**config.mk**
```make
export PLATFORM = sky130hd
export DESIGN_NAME = tdf_top
export DESIGN_NICKNAME = d
export VERILOG_FILES = /design/src/inc/tdf_pkg.sv /design/src/rtl/tdf_skid.sv /design/src/rtl/tdf_top.sv
export SDC_FILE = /design/constraint.sdc
export NUM_CORES = 2
export LEC_CHECK = 0
export BUFFER_PORTS_ARGS = -buffer_cell sky130_fd_sc_hd__buf_2
export CAP_MARGIN = 0
export CORE_MARGIN = 3
export CORE_UTILIZATION = 55
export CTS_CLUSTER_SIZE = 16
export DETAILED_ROUTE_END_ITERATION = 6
export PLACE_DENSITY = 0.79
export REMOVE_ABC_BUFFERS = 1
export SYNTH_ARGS = -nofsm -noshare
export SYNTH_HDL_FRONTEND = slang
export SYNTH_HIERARCHICAL = 1
export SYNTH_SLANG_ARGS = --single-unit
```
**constraint.sdc**
```tcl
create_clock -name CLK_SYS_I -period 14.1 [get_ports CLK_SYS_I]
set_input_delay 2.82 -clock CLK_SYS_I [delete_from_list [all_inputs] [get_ports CLK_SYS_I]]
set_output_delay 2.82 -clock CLK_SYS_I [all_outputs]
set_load 0.02 [all_outputs]
```
**src/inc/tdf_pkg.sv**
```systemverilog
package tdf_pkg;
  localparam int TAPS_MAX = 36;
  localparam int TAP_IDX_W = 6;
  localparam int COEF_W = 18;
  localparam int COEF_FRAC = 16;
  localparam int SAMP_W = 24;
  localparam int WORD_W = 32;
  localparam int ACC_W = 48;
  localparam int DEC_W = 4;
  localparam int CNT_W = 32;
  localparam logic [DEC_W-1:0] DEC_MIN = 4'h1;
  localparam logic [TAP_IDX_W-1:0] TAPS_RST = 6'h01;
  localparam logic [DEC_W-1:0] DEC_RST = 4'h1;
  localparam logic [1:0] PACK_PHASES = 2'h3;
  localparam logic [7:0] FILL_BYTE = 8'h00;
  localparam logic signed [SAMP_W-1:0] SAT_POS = 24'h7FFFFF;
  localparam logic signed [SAMP_W-1:0] SAT_NEG = 24'h800000;

  typedef struct packed {
    logic [TAP_IDX_W-1:0] idx;
    logic signed [COEF_W-1:0] val;
  } tdf_coef_type;

  typedef struct packed {
    logic [WORD_W-1:0] data;
    logic last;
  } tdf_word_type;

  typedef enum logic [2:0] {
    ST_IDLE = 3'b001,
    ST_RUN = 3'b010,
    ST_STOP = 3'b100
  } tdf_state_type;
endpackage : tdf_pkg

```
**src/rtl/tdf_skid.sv**
```systemverilog
`timescale 1ns/1ps
// Two-entry buffer: the input ready depends only on occupancy, so a receiver stall loses no word.
module tdf_skid (
  input wire logic clk_i,
  input wire logic rst_i,
  input wire logic flush_i,
  input wire logic in_valid_i,
  output logic in_ready_o,
  input wire tdf_pkg::tdf_word_type in_data_i,
  output logic out_valid_o,
  input wire logic out_ready_i,
  output tdf_pkg::tdf_word_type out_data_o
);
  tdf_pkg::tdf_word_type mem_r [2];
  logic rd_ptr_r;
  logic wr_ptr_r;
  logic [1:0] cnt_r;
  wire push = in_valid_i && (cnt_r != 2'h2);
  wire pop = out_ready_i && (cnt_r != 2'h0);

  assign in_ready_o = (cnt_r != 2'h2);
  assign out_valid_o = (cnt_r != 2'h0);
  assign out_data_o = mem_r[rd_ptr_r];

  always_ff @(posedge clk_i or posedge rst_i) begin
    if (rst_i) begin
      rd_ptr_r <= 1'b0;
      wr_ptr_r <= 1'b0;
      cnt_r <= 2'h0;
    end else if (flush_i) begin
      rd_ptr_r <= 1'b0;
      wr_ptr_r <= 1'b0;
      cnt_r <= 2'h0;
    end else begin
      if (push) wr_ptr_r <= ~wr_ptr_r;
      if (pop) rd_ptr_r <= ~rd_ptr_r;
      cnt_r <= cnt_r + {1'b0, push} - {1'b0, pop};
    end
  end

  always_ff @(posedge clk_i) begin
    if (push) mem_r[wr_ptr_r] <= in_data_i;
  end
endmodule : tdf_skid

```
**src/rtl/tdf_top.sv**
```systemverilog
`timescale 1ns/1ps
module tdf_top (
  input wire logic CLK_SYS_I,
  input wire logic RST_I,
  input wire logic START_I,
  input wire logic ABORT_I,
  input wire logic [tdf_pkg::CNT_W-1:0] SAMPLES_I,
  input wire logic CONTINUOUS_I,
  input wire logic PACK_EN_I,
  input wire logic [tdf_pkg::DEC_W-1:0] DECIM_I,
  input wire logic [tdf_pkg::TAP_IDX_W-1:0] TAPS_I,
  input wire logic COEF_WE_I,
  input wire tdf_pkg::tdf_coef_type COEF_I,
  input wire logic MOD_VALID_I,
  input wire logic MOD_BIT_I,
  input wire logic MEM_FULL_I,
  input wire logic OUT_READY_I,
  output logic OUT_VALID_O,
  output logic [tdf_pkg::WORD_W-1:0] OUT_DATA_O,
  output logic OUT_LAST_O,
  output logic BUSY_O,
  output logic DONE_O,
  output logic OVERFLOW_O,
  output logic SAT_O
);
  // Coefficients and bitstream history; the modulator bit maps to +1 or -1.
  logic signed [tdf_pkg::COEF_W-1:0] coef_r [tdf_pkg::TAPS_MAX];
  logic [tdf_pkg::TAPS_MAX-1:0] hist_r;
  tdf_pkg::tdf_state_type state_r;
  logic [tdf_pkg::TAP_IDX_W-1:0] taps_r;
  logic [tdf_pkg::DEC_W-1:0] dec_r;
  logic [tdf_pkg::DEC_W-1:0] dec_cnt_r;
  logic pack_r;
  logic cont_r;
  logic [tdf_pkg::CNT_W-1:0] left_r;
  logic [1:0] phase_r;
  logic [23:0] carry_r;
  logic filt_v_r;
  logic signed [tdf_pkg::SAMP_W-1:0] filt_r;
  logic sat_r;
  logic busy_r;
  logic done_r;
  logic ovf_r;

  function automatic logic signed [tdf_pkg::ACC_W-1:0] tap_term(input logic signed [tdf_pkg::COEF_W-1:0] c,
                                                                input logic b, input logic en);
    logic signed [tdf_pkg::ACC_W-1:0] e;
    e = tdf_pkg::ACC_W'(c);
    tap_term = !en ? '0 : (b ? e : -e);
  endfunction : tap_term

  // The full sum is one combinational tree; a pipelined tree would add latency but no behaviour.
  logic signed [tdf_pkg::ACC_W-1:0] term [tdf_pkg::TAPS_MAX];
  logic signed [tdf_pkg::ACC_W-1:0] acc;
  // The bit being sampled joins the sum in the same cycle, so tap 0 is always the newest bit.
  wire [tdf_pkg::TAPS_MAX-1:0] hist_nxt = {hist_r[tdf_pkg::TAPS_MAX-2:0], MOD_BIT_I};
  genvar g;
  generate
    for (g = 0; g < tdf_pkg::TAPS_MAX; g++) begin : gen_tap
      assign term[g] = tap_term(coef_r[g], hist_nxt[g], g < taps_r);
    end
  endgenerate
  always_comb begin
    acc = '0;
    for (int i = 0; i < tdf_pkg::TAPS_MAX; i++) acc = acc + term[i];
  end

  // Accumulator holds Q.16; the sample is Q1.23, so shift left by 7 and saturate.
  wire signed [tdf_pkg::ACC_W-1:0] scaled = acc <<< (tdf_pkg::SAMP_W - 1 - tdf_pkg::COEF_FRAC);
  wire too_hi = scaled > tdf_pkg::ACC_W'(tdf_pkg::SAT_POS);
  wire too_lo = scaled < tdf_pkg::ACC_W'(tdf_pkg::SAT_NEG);
  wire signed [tdf_pkg::SAMP_W-1:0] filt_nxt = too_hi ? tdf_pkg::SAT_POS :
                                               too_lo ? tdf_pkg::SAT_NEG : scaled[tdf_pkg::SAMP_W-1:0];

  wire running = (state_r == tdf_pkg::ST_RUN);
  wire keep = filt_v_r && (dec_cnt_r == dec_r);
  wire [tdf_pkg::TAP_IDX_W-1:0] taps_sel = (TAPS_I == '0) ? tdf_pkg::TAPS_RST :
                                           (TAPS_I > 6'(tdf_pkg::TAPS_MAX)) ? 6'(tdf_pkg::TAPS_MAX) : TAPS_I;
  wire [tdf_pkg::DEC_W-1:0] dec_sel = (DECIM_I == '0) ? tdf_pkg::DEC_MIN : DECIM_I;

  // Output word assembly.
  logic buf_in_ready;
  logic buf_out_valid;
  tdf_pkg::tdf_word_type buf_out;
  wire last_samp = !cont_r && (left_r == 32'h1);
  wire [23:0] s = filt_r;
  logic word_v;
  logic [31:0] word_d;
  always_comb begin
    word_v = 1'b0;
    word_d = '0;
    if (!pack_r) begin
      word_v = 1'b1;
      word_d = {tdf_pkg::FILL_BYTE, s};
    end else begin
      unique case (phase_r)
        2'h0: word_d = '0;
        2'h1: begin word_v = 1'b1; word_d = {s[7:0], carry_r}; end
        2'h2: begin word_v = 1'b1; word_d = {s[15:0], carry_r[15:0]}; end
        2'h3: begin word_v = 1'b1; word_d = {s, carry_r[7:0]}; end
      endcase
    end
  end
  wire emit = running && keep && word_v;
  wire stall = emit && !buf_in_ready;
  wire take = running && keep && !stall;

  tdf_skid u_skid (
    .clk_i(CLK_SYS_I),
    .rst_i(RST_I),
    .flush_i(START_I && !busy_r),
    .in_valid_i(emit),
    .in_ready_o(buf_in_ready),
    .in_data_i('{data: word_d, last: last_samp}),
    .out_valid_o(buf_out_valid),
    .out_ready_i(OUT_READY_I || !OUT_VALID_O),
    .out_data_o(buf_out)
  );

  // A receiver stall at a kept sample, or full memory in any run cycle, means the data is lost: stop and flag it.
  wire overflow_evt = running && ((keep && stall) || MEM_FULL_I);

  always_ff @(posedge CLK_SYS_I) begin
    if (COEF_WE_I && !busy_r && COEF_I.idx < 6'(tdf_pkg::TAPS_MAX)) coef_r[COEF_I.idx] <= COEF_I.val;
  end

  always_ff @(posedge CLK_SYS_I or posedge RST_I) begin
    if (RST_I) begin
      hist_r <= '0;
      filt_v_r <= 1'b0;
      filt_r <= '0;
      sat_r <= 1'b0;
    end else begin
      filt_v_r <= MOD_VALID_I;
      if (MOD_VALID_I) begin
        hist_r <= hist_nxt;
        filt_r <= filt_nxt;
      end
      // A saturation in the start cycle survives the clear.
      sat_r <= (sat_r && !(START_I && !busy_r)) || (MOD_VALID_I && (too_hi || too_lo));
    end
  end

  always_ff @(posedge CLK_SYS_I or posedge RST_I) begin
    if (RST_I) begin
      state_r <= tdf_pkg::ST_IDLE;
      taps_r <= tdf_pkg::TAPS_RST;
      dec_r <= tdf_pkg::DEC_RST;
      dec_cnt_r <= tdf_pkg::DEC_MIN;
      pack_r <= 1'b0;
      cont_r <= 1'b0;
      left_r <= '0;
      phase_r <= 2'h0;
      carry_r <= '0;
      done_r <= 1'b0;
      ovf_r <= 1'b0;
    end else begin
      unique case (state_r)
        tdf_pkg::ST_IDLE: if (START_I) begin
          state_r <= tdf_pkg::ST_RUN;
          taps_r <= taps_sel;
          dec_r <= dec_sel;
          dec_cnt_r <= tdf_pkg::DEC_MIN;
          pack_r <= PACK_EN_I;
          cont_r <= CONTINUOUS_I;
          left_r <= SAMPLES_I;
          phase_r <= 2'h0;
          done_r <= 1'b0;
          ovf_r <= 1'b0;
        end
        tdf_pkg::ST_RUN: begin
          if (filt_v_r && !stall) dec_cnt_r <= (dec_cnt_r == dec_r) ? tdf_pkg::DEC_MIN : dec_cnt_r + 4'h1;
          if (take) begin
            unique case (phase_r)
              2'h0: carry_r <= s;
              2'h1: carry_r <= {8'h00, s[23:8]};
              2'h2: carry_r <= {16'h0000, s[23:16]};
              2'h3: carry_r <= '0;
            endcase
            if (pack_r) phase_r <= (phase_r == tdf_pkg::PACK_PHASES) ? 2'h0 : phase_r + 2'h1;
            if (!cont_r) left_r <= left_r - 32'h1;
          end
          if (overflow_evt) begin
            ovf_r <= 1'b1;
            state_r <= tdf_pkg::ST_STOP;
          end else if (ABORT_I || (take && last_samp)) begin
            done_r <= 1'b1;
            state_r <= tdf_pkg::ST_STOP;
          end
        end
        tdf_pkg::ST_STOP: if (!buf_out_valid && !OUT_VALID_O) state_r <= tdf_pkg::ST_IDLE;
        default: state_r <= tdf_pkg::ST_IDLE;
      endcase
    end
  end

  always_ff @(posedge CLK_SYS_I or posedge RST_I) begin
    if (RST_I) begin
      OUT_VALID_O <= 1'b0;
      OUT_DATA_O <= '0;
      OUT_LAST_O <= 1'b0;
      BUSY_O <= 1'b0;
      busy_r <= 1'b0;
    end else begin
      if (OUT_READY_I || !OUT_VALID_O) OUT_VALID_O <= buf_out_valid;
      // Data loads only with a real word, so the unreset buffer memory never reaches the pins.
      if ((OUT_READY_I || !OUT_VALID_O) && buf_out_valid) begin
        OUT_DATA_O <= buf_out.data;
        OUT_LAST_O <= buf_out.last;
      end
      busy_r <= (state_r != tdf_pkg::ST_IDLE) || START_I;
      BUSY_O <= (state_r != tdf_pkg::ST_IDLE);
    end
  end

  assign DONE_O = done_r;
  assign OVERFLOW_O = ovf_r;
  assign SAT_O = sat_r;
endmodule : tdf_top

```
== Yosys cells after proc, flatten, opt, wreduce, memory -nomap -nowiden ==
Memories as Yosys holds them, arrays and structs flattened. A register that Yosys moved wholly into a read port is not among the register bits.
Index checks and enable logic that the tools add are counted.

* Bits in registers: 147
* RAM bits: 714
* Input port bits: 77
* Output and inout port bits: 38
* Word-level logic and storage cells: 323
* Memories kept: 2

{| class="wikitable"
|+ Memory list
! memory !! depth !! width !! read ports !! clocked after Yosys merged registers in !! wr ports !! line !! RTL
|-
| coef_r || 36 || 18 || 36 || 0 || 1 || tdf_top.sv:27 || <nowiki>logic signed [tdf_pkg::COEF_W-1:0] coef_r [tdf_pkg::TAPS_MAX];</nowiki>
|-
| u_skid.mem_r || 2 || 33 || 1 || 1 || 1 || tdf_skid.sv:14 || <nowiki>tdf_pkg::tdf_word_type mem_r [2];</nowiki>
|}

* $add $sub $neg: 76
* $lt $le $gt $ge: 40
* Equality and inequality tests: 20
* Muxes and demuxes: 115
* Bitwise logic cells: 2
* Reduce and logical (&&, ||, !) cells: 47

{| class="wikitable"
|+ Operators with widths
! operator !! count
|-
| $mux W41 || 72
|-
| $neg A41 Y41 || 36
|-
| $add A41 B41 Y41 || 35
|-
| $mux W32 || 4
|-
| $pmux W32 S4 || 1
|-
| $lt A5 B6 Y1 const A || 16
|-
| $pmux W24 S4 || 1
|-
| $pmux W32 S2 || 1
|-
| $gt A48 B24 Y1 const B || 1
|-
| $lt A4 B6 Y1 const A || 8
|-
| $lt A48 B24 Y1 const B || 1
|-
| $mux W24 || 2
|-
| $eq A32 B1 Y1 const B || 1
|-
| $sub A32 B1 Y32 const B || 1
|-
| $lt A3 B6 Y1 const A || 4
|-
| $lt A6 B6 Y1 const A || 4
|-
| $logic_and A1 B1 Y1 || 18
|-
| $mux W4 || 4
|-
| $mux W1 || 14
|-
| $lt A1 B6 Y1 const A || 2
|-
| $lt A2 B6 Y1 const A || 2
|-
| $mux W3 || 4
|-
| $mux W6 || 2
|-
| $ne A2 B2 Y1 const B || 6
|-
| 30 further kinds || 60
|}

== Logic depth before layout (Yosys ltp) ==
An unclocked memory read counts as a cell.

* Depth in word-level cells: 43
* Depth in mapped cells: 38
* Depth with buffers taken out: 36

== By module ==
The synthesis kept the hierarchy.

{| class="wikitable"
|+ Modules (own cells, without submodules)
! module !! instances !! cells an instance !! area each (sq um) !! seq. area each (sq um)
|-
| tdf_top || 1 || 8563 || 84332.1 || 23717.7
|-
| tdf_skid || 1 || 127 || 2772.7 || 2082.0
|}

== Worst setup path before layout ==
OpenSTA, ideal clock, no wires.

* Path kind: input to register
* Start: input port MOD_BIT_I
* End: register filt_r[10] (netlist bit)
* Setup time: 0.143 ns
* Data arrival time: 11.077 ns
* Required time: 13.957 ns
* Setup slack: 2.880 ns
* Stages on the path: 30
* Buffers on the path: 3
* Cells stage by stage: clkbuf_1 -> buf_1 -> nor2_1 -> xor2_1 -> nand2_1 -> fa_1 -> fa_1 -> inv_1 -> fa_1 -> fa_1 -> inv_1 -> fa_1 -> fa_1 -> fa_1 -> inv_1 -> fa_1 -> ha_1 -> fa_1 -> a211oi_1 -> o21ai_0 -> a221oi_1 -> o21bai_1 -> xor2_1 -> or3_1 -> or4b_2 -> nor4_1 -> nand4_1 -> a21oi_4 -> buf_6 -> a22oi_1

* Word-level cells in the longest chain between the ends: 40
* Elaborated cells between the ends (all ways): 41
* Classes of those cells: 35 x add/sub; 2 x order compare; 4 x mux

{| class="wikitable"
|+ Ends and longest elaborated chain
! element !! line !! RTL
|-
| start: declaration || tdf_top.sv:15 || <nowiki>input wire logic MOD_BIT_I,</nowiki>
|-
| $mux W41 * (2 in series) || tdf_top.sv:49 || <nowiki>tap_term = !en ? '0 : (b ? e : -e);</nowiki>
|-
| $add A41 B41 Y41 * (35 in series) || tdf_top.sv:65 || <nowiki>for (int i = 0; i < tdf_pkg::TAPS_MAX; i++) acc = acc + term[i];</nowiki>
|-
| $lt A48 B24 Y1 || tdf_top.sv:71 || <nowiki>wire too_lo = scaled < tdf_pkg::ACC_W'(tdf_pkg::SAT_NEG);</nowiki>
|-
| $mux W24 || tdf_top.sv:73 || <nowiki>too_lo ? tdf_pkg::SAT_NEG : scaled[tdf_pkg::SAMP_W-1:0];</nowiki>
|-
| $mux W24 * || tdf_top.sv:72 || <nowiki>wire signed [tdf_pkg::SAMP_W-1:0] filt_nxt = too_hi ? tdf_pkg::SAT_POS :</nowiki>
|-
| end signal: assignment || tdf_top.sv:137 || <nowiki>filt_r <= filt_nxt;</nowiki>
|-
| end: declaration || tdf_top.sv:39 || <nowiki>logic signed [tdf_pkg::SAMP_W-1:0] filt_r;</nowiki>
|}

Every way passes the cells marked *; elsewhere a longest branch is shown, timed or not.
A chain may end at the register's enable or synchronous reset.

==> run metrics <==
final WL between 300,000 and 400,000 um; Hold Path Class reg2reg; crit path max-delay cell type fa_1; fraction of registers with async set/reset 0.196; Final period util 0.851; CP startpoint kind flip-flop; vias in the first global route 66,200; CP bufs+invs 3; Yosys top cell by area fa_1; Gate Count Post-Synth roughly 8,700; DR WL/cell 27.8 um; Post-CTS Hold Buffers 0; Vias per Instance between 6 and 7; Remaining DRCs 11; CP endpoint kind flip-flop; Core Area 157,000 um2; Worst-path clk slew 0.06 ns; ys flop type edfxtp_1; Req. time, crit path between 10 and 15 ns; Synth top cells by count 1,631 x inv_1, 1,330 x fa_1, 714 x edfxtp_1; DP HPWL between 200,000 and 250,000 um; first-pass GRT wire length around 440,000 um; CP Class reg2reg; Max Root-Sink Buffers 3; top post-synthesis cells by area fa_1 31%, edfxtp_1 25%, inv_1 7.0%; Die Area approximately 160,000 um2; CP startpoint coef_r[33][7]; CP Max Fanout 16; sequential fraction of the synthesis area 0.296; Die Ht 404 um; hold_sp carry_r[5]; Yosys cell types 100; Slew Viols, Final 0; outcome complete, but fails checks; Max transition margin 0.0712; Data arrival, critical path ~13 ns; r2r startpoint coef_r[33][7]; Mapped Area 87,100 um2; EDFF count, synth 714; area added between synthesis and finish 7.31%; gr usage total 0.373; CTS buffer count about 100; row cnt about 150; setup bufs post-CTS 0; Antenna Nets Post-Route 0; fmax 83.4 MHz; GRT Residual Overflow 0; CTS tree built; setup_tns 0 ns; RSZ-0062 raised after global routing false; post_cts resized 0; layout cells sized above 1 0.0777; via count 65,800; flops & latches, synth a little under 900; endpoints failing setup 0; Setup Skew approximately 0.036 ns; Pre-antenna DRT Iters 7; Final min period 11.99 ns; Slew @ Worst Pin ~1.4 ns; initial core utilization 0.556; H-tree depth 3; failing checks design-rule violations; clk_lat worst skew 0.77 ns; CP max stage delay 0.77 ns; Syn Area/Cell 10.0 um2; CTS Root Cell clkbuf_16; DIE WIDTH 404 um; top cell type's share of synthesized area 0.306; Hold Vio Cnt, Final 0; CTS sink count 888; final net count 10,200; most frequent cell after synthesis inv_1; pin count of the biggest net entering global routing 115; IO buf count approximately 110; routability cong. 1.08; critical path's top delay family adder cells; most frequent cell on the critical path fa_1; initial antenna violation count 13; initial DRC count about 9,200; max cap viols 0; Top Ports around 120; number of synthesis warnings 6
-- worst min-delay path: cells and delay by family, from the launching register on --
kind	cells	cell delay [ns]
flops	1	0.35
compound gates	1	0.05
simple gates	1	0.05
-- worst paths after layout --
check	slack, ns	to	cells after the start
setup / recovery	2.11	filt_r[14]	29
hold / removal	0.48	carry_r[5]	2
setup reg to reg	2.11	filt_r[14]	29
hold reg to reg	0.48	carry_r[5]	2
max in group asynchronous	10.31	hist_r[16]	3
min in group asynchronous	2.00	u_skid/cnt_r[0]	2
-- final cells by class --
class / instances / area (um2)
Clock inverter: 55 / 772
Inverter: 1633 / 6140
Multi-Input combinational cell: 5784 / 53800
Timing Repair Buffer: 257 / 1660
Fill cell: 13000 / 63300
Tap cell: 2058 / 2570
Sequential cell: 888 / 25800
Clock buffer: 130 / 2760
Antenna cell: 4 / 10.0
-- per-stage QoR --
stage,util,setup slack [ns],hold slack [ns],area (um2),std cells
floorplan,-,3.27,0.441,85600,8305
global placement,0.574,1.99,0.454,89900,10600
detailed placement,0.574,1.77,0.471,89900,10600
CTS,0.596,2.15,0.484,93500,10800
global route,0.596,1.28,0.508,93500,10800
finish,0.596,2.11,0.483,93500,10800
-- cell usage in the layout, fill, tap and decap left out, drive strengths merged, types with 35 or more instances in the layout --
cell type	synthesis	layout
or4	48	48
mux2	134	134
o21ai	639	639
nor2	649	649
clkbuf	352	130
nor3	209	209
nand2	703	703
xor2	393	393
a31oi	87	87
or3	42	42
inv	1632	1639
ha	101	101
a21o	45	45
a21oi	437	437
a22oi	35	35
buf	33	257
nor2b	74	74
edfxtp	714	714
fa	1330	1330
nor4	82	82
dfrtp	170	170
nand3	37	37
xnor2	239	239
and2	63	63
-- cells by family (layout without fill, tap and decap cells) --
| kind of cell | Yosys count | in the layout | share of synthesized area |
|---|---|---|---|
| AND/OR/NAND/NOR | 2079 | 2079 | 0.111 |
| buffers and inverters | 2018 | 2075 | 0.0879 |
| AO/OA/AOI/OAI | 1487 | 1487 | 0.0986 |
| adder cells (fa/ha/maj) | 1431 | 1431 | 0.320 |
| flip-flops | 888 | 888 | 0.296 |
| XOR/XNOR | 639 | 639 | 0.0654 |
| multiplexers | 148 | 148 | 0.0202 |
| other | 0 | 4 | 0 |
-- metal layers --
metal | vias up | share of wire | GRT usage
met5 | - | 0 | 0
met4 | 0 | 0.081 | 0.231
met3 | 789 | 0.14 | 0.124
met2 | 4373 | 0.41 | 0.526
met1 | 32800 | 0.37 | 0.499
li1 | 27800 | - | -
-- sequential cells by signal, indices dropped and copies added, names as in the netlist, 2 cells and up --
| name | cells |
|---|---|
| OUT_DATA_O | 32 |
| carry_r | 24 |
| coef_r | 648 |
| dec_cnt_r | 4 |
| dec_r | 4 |
| filt_r | 18 |
| hist_r | 35 |
| left_r | 32 |
| phase_r | 2 |
| state_r | 3 |
| taps_r | 6 |
| u_skid/cnt_r | 2 |
| u_skid/mem_r | 66 |
Power is not shown: default switching activity piles up to over one toggle a cycle in this logic, so the estimate is an artifact.
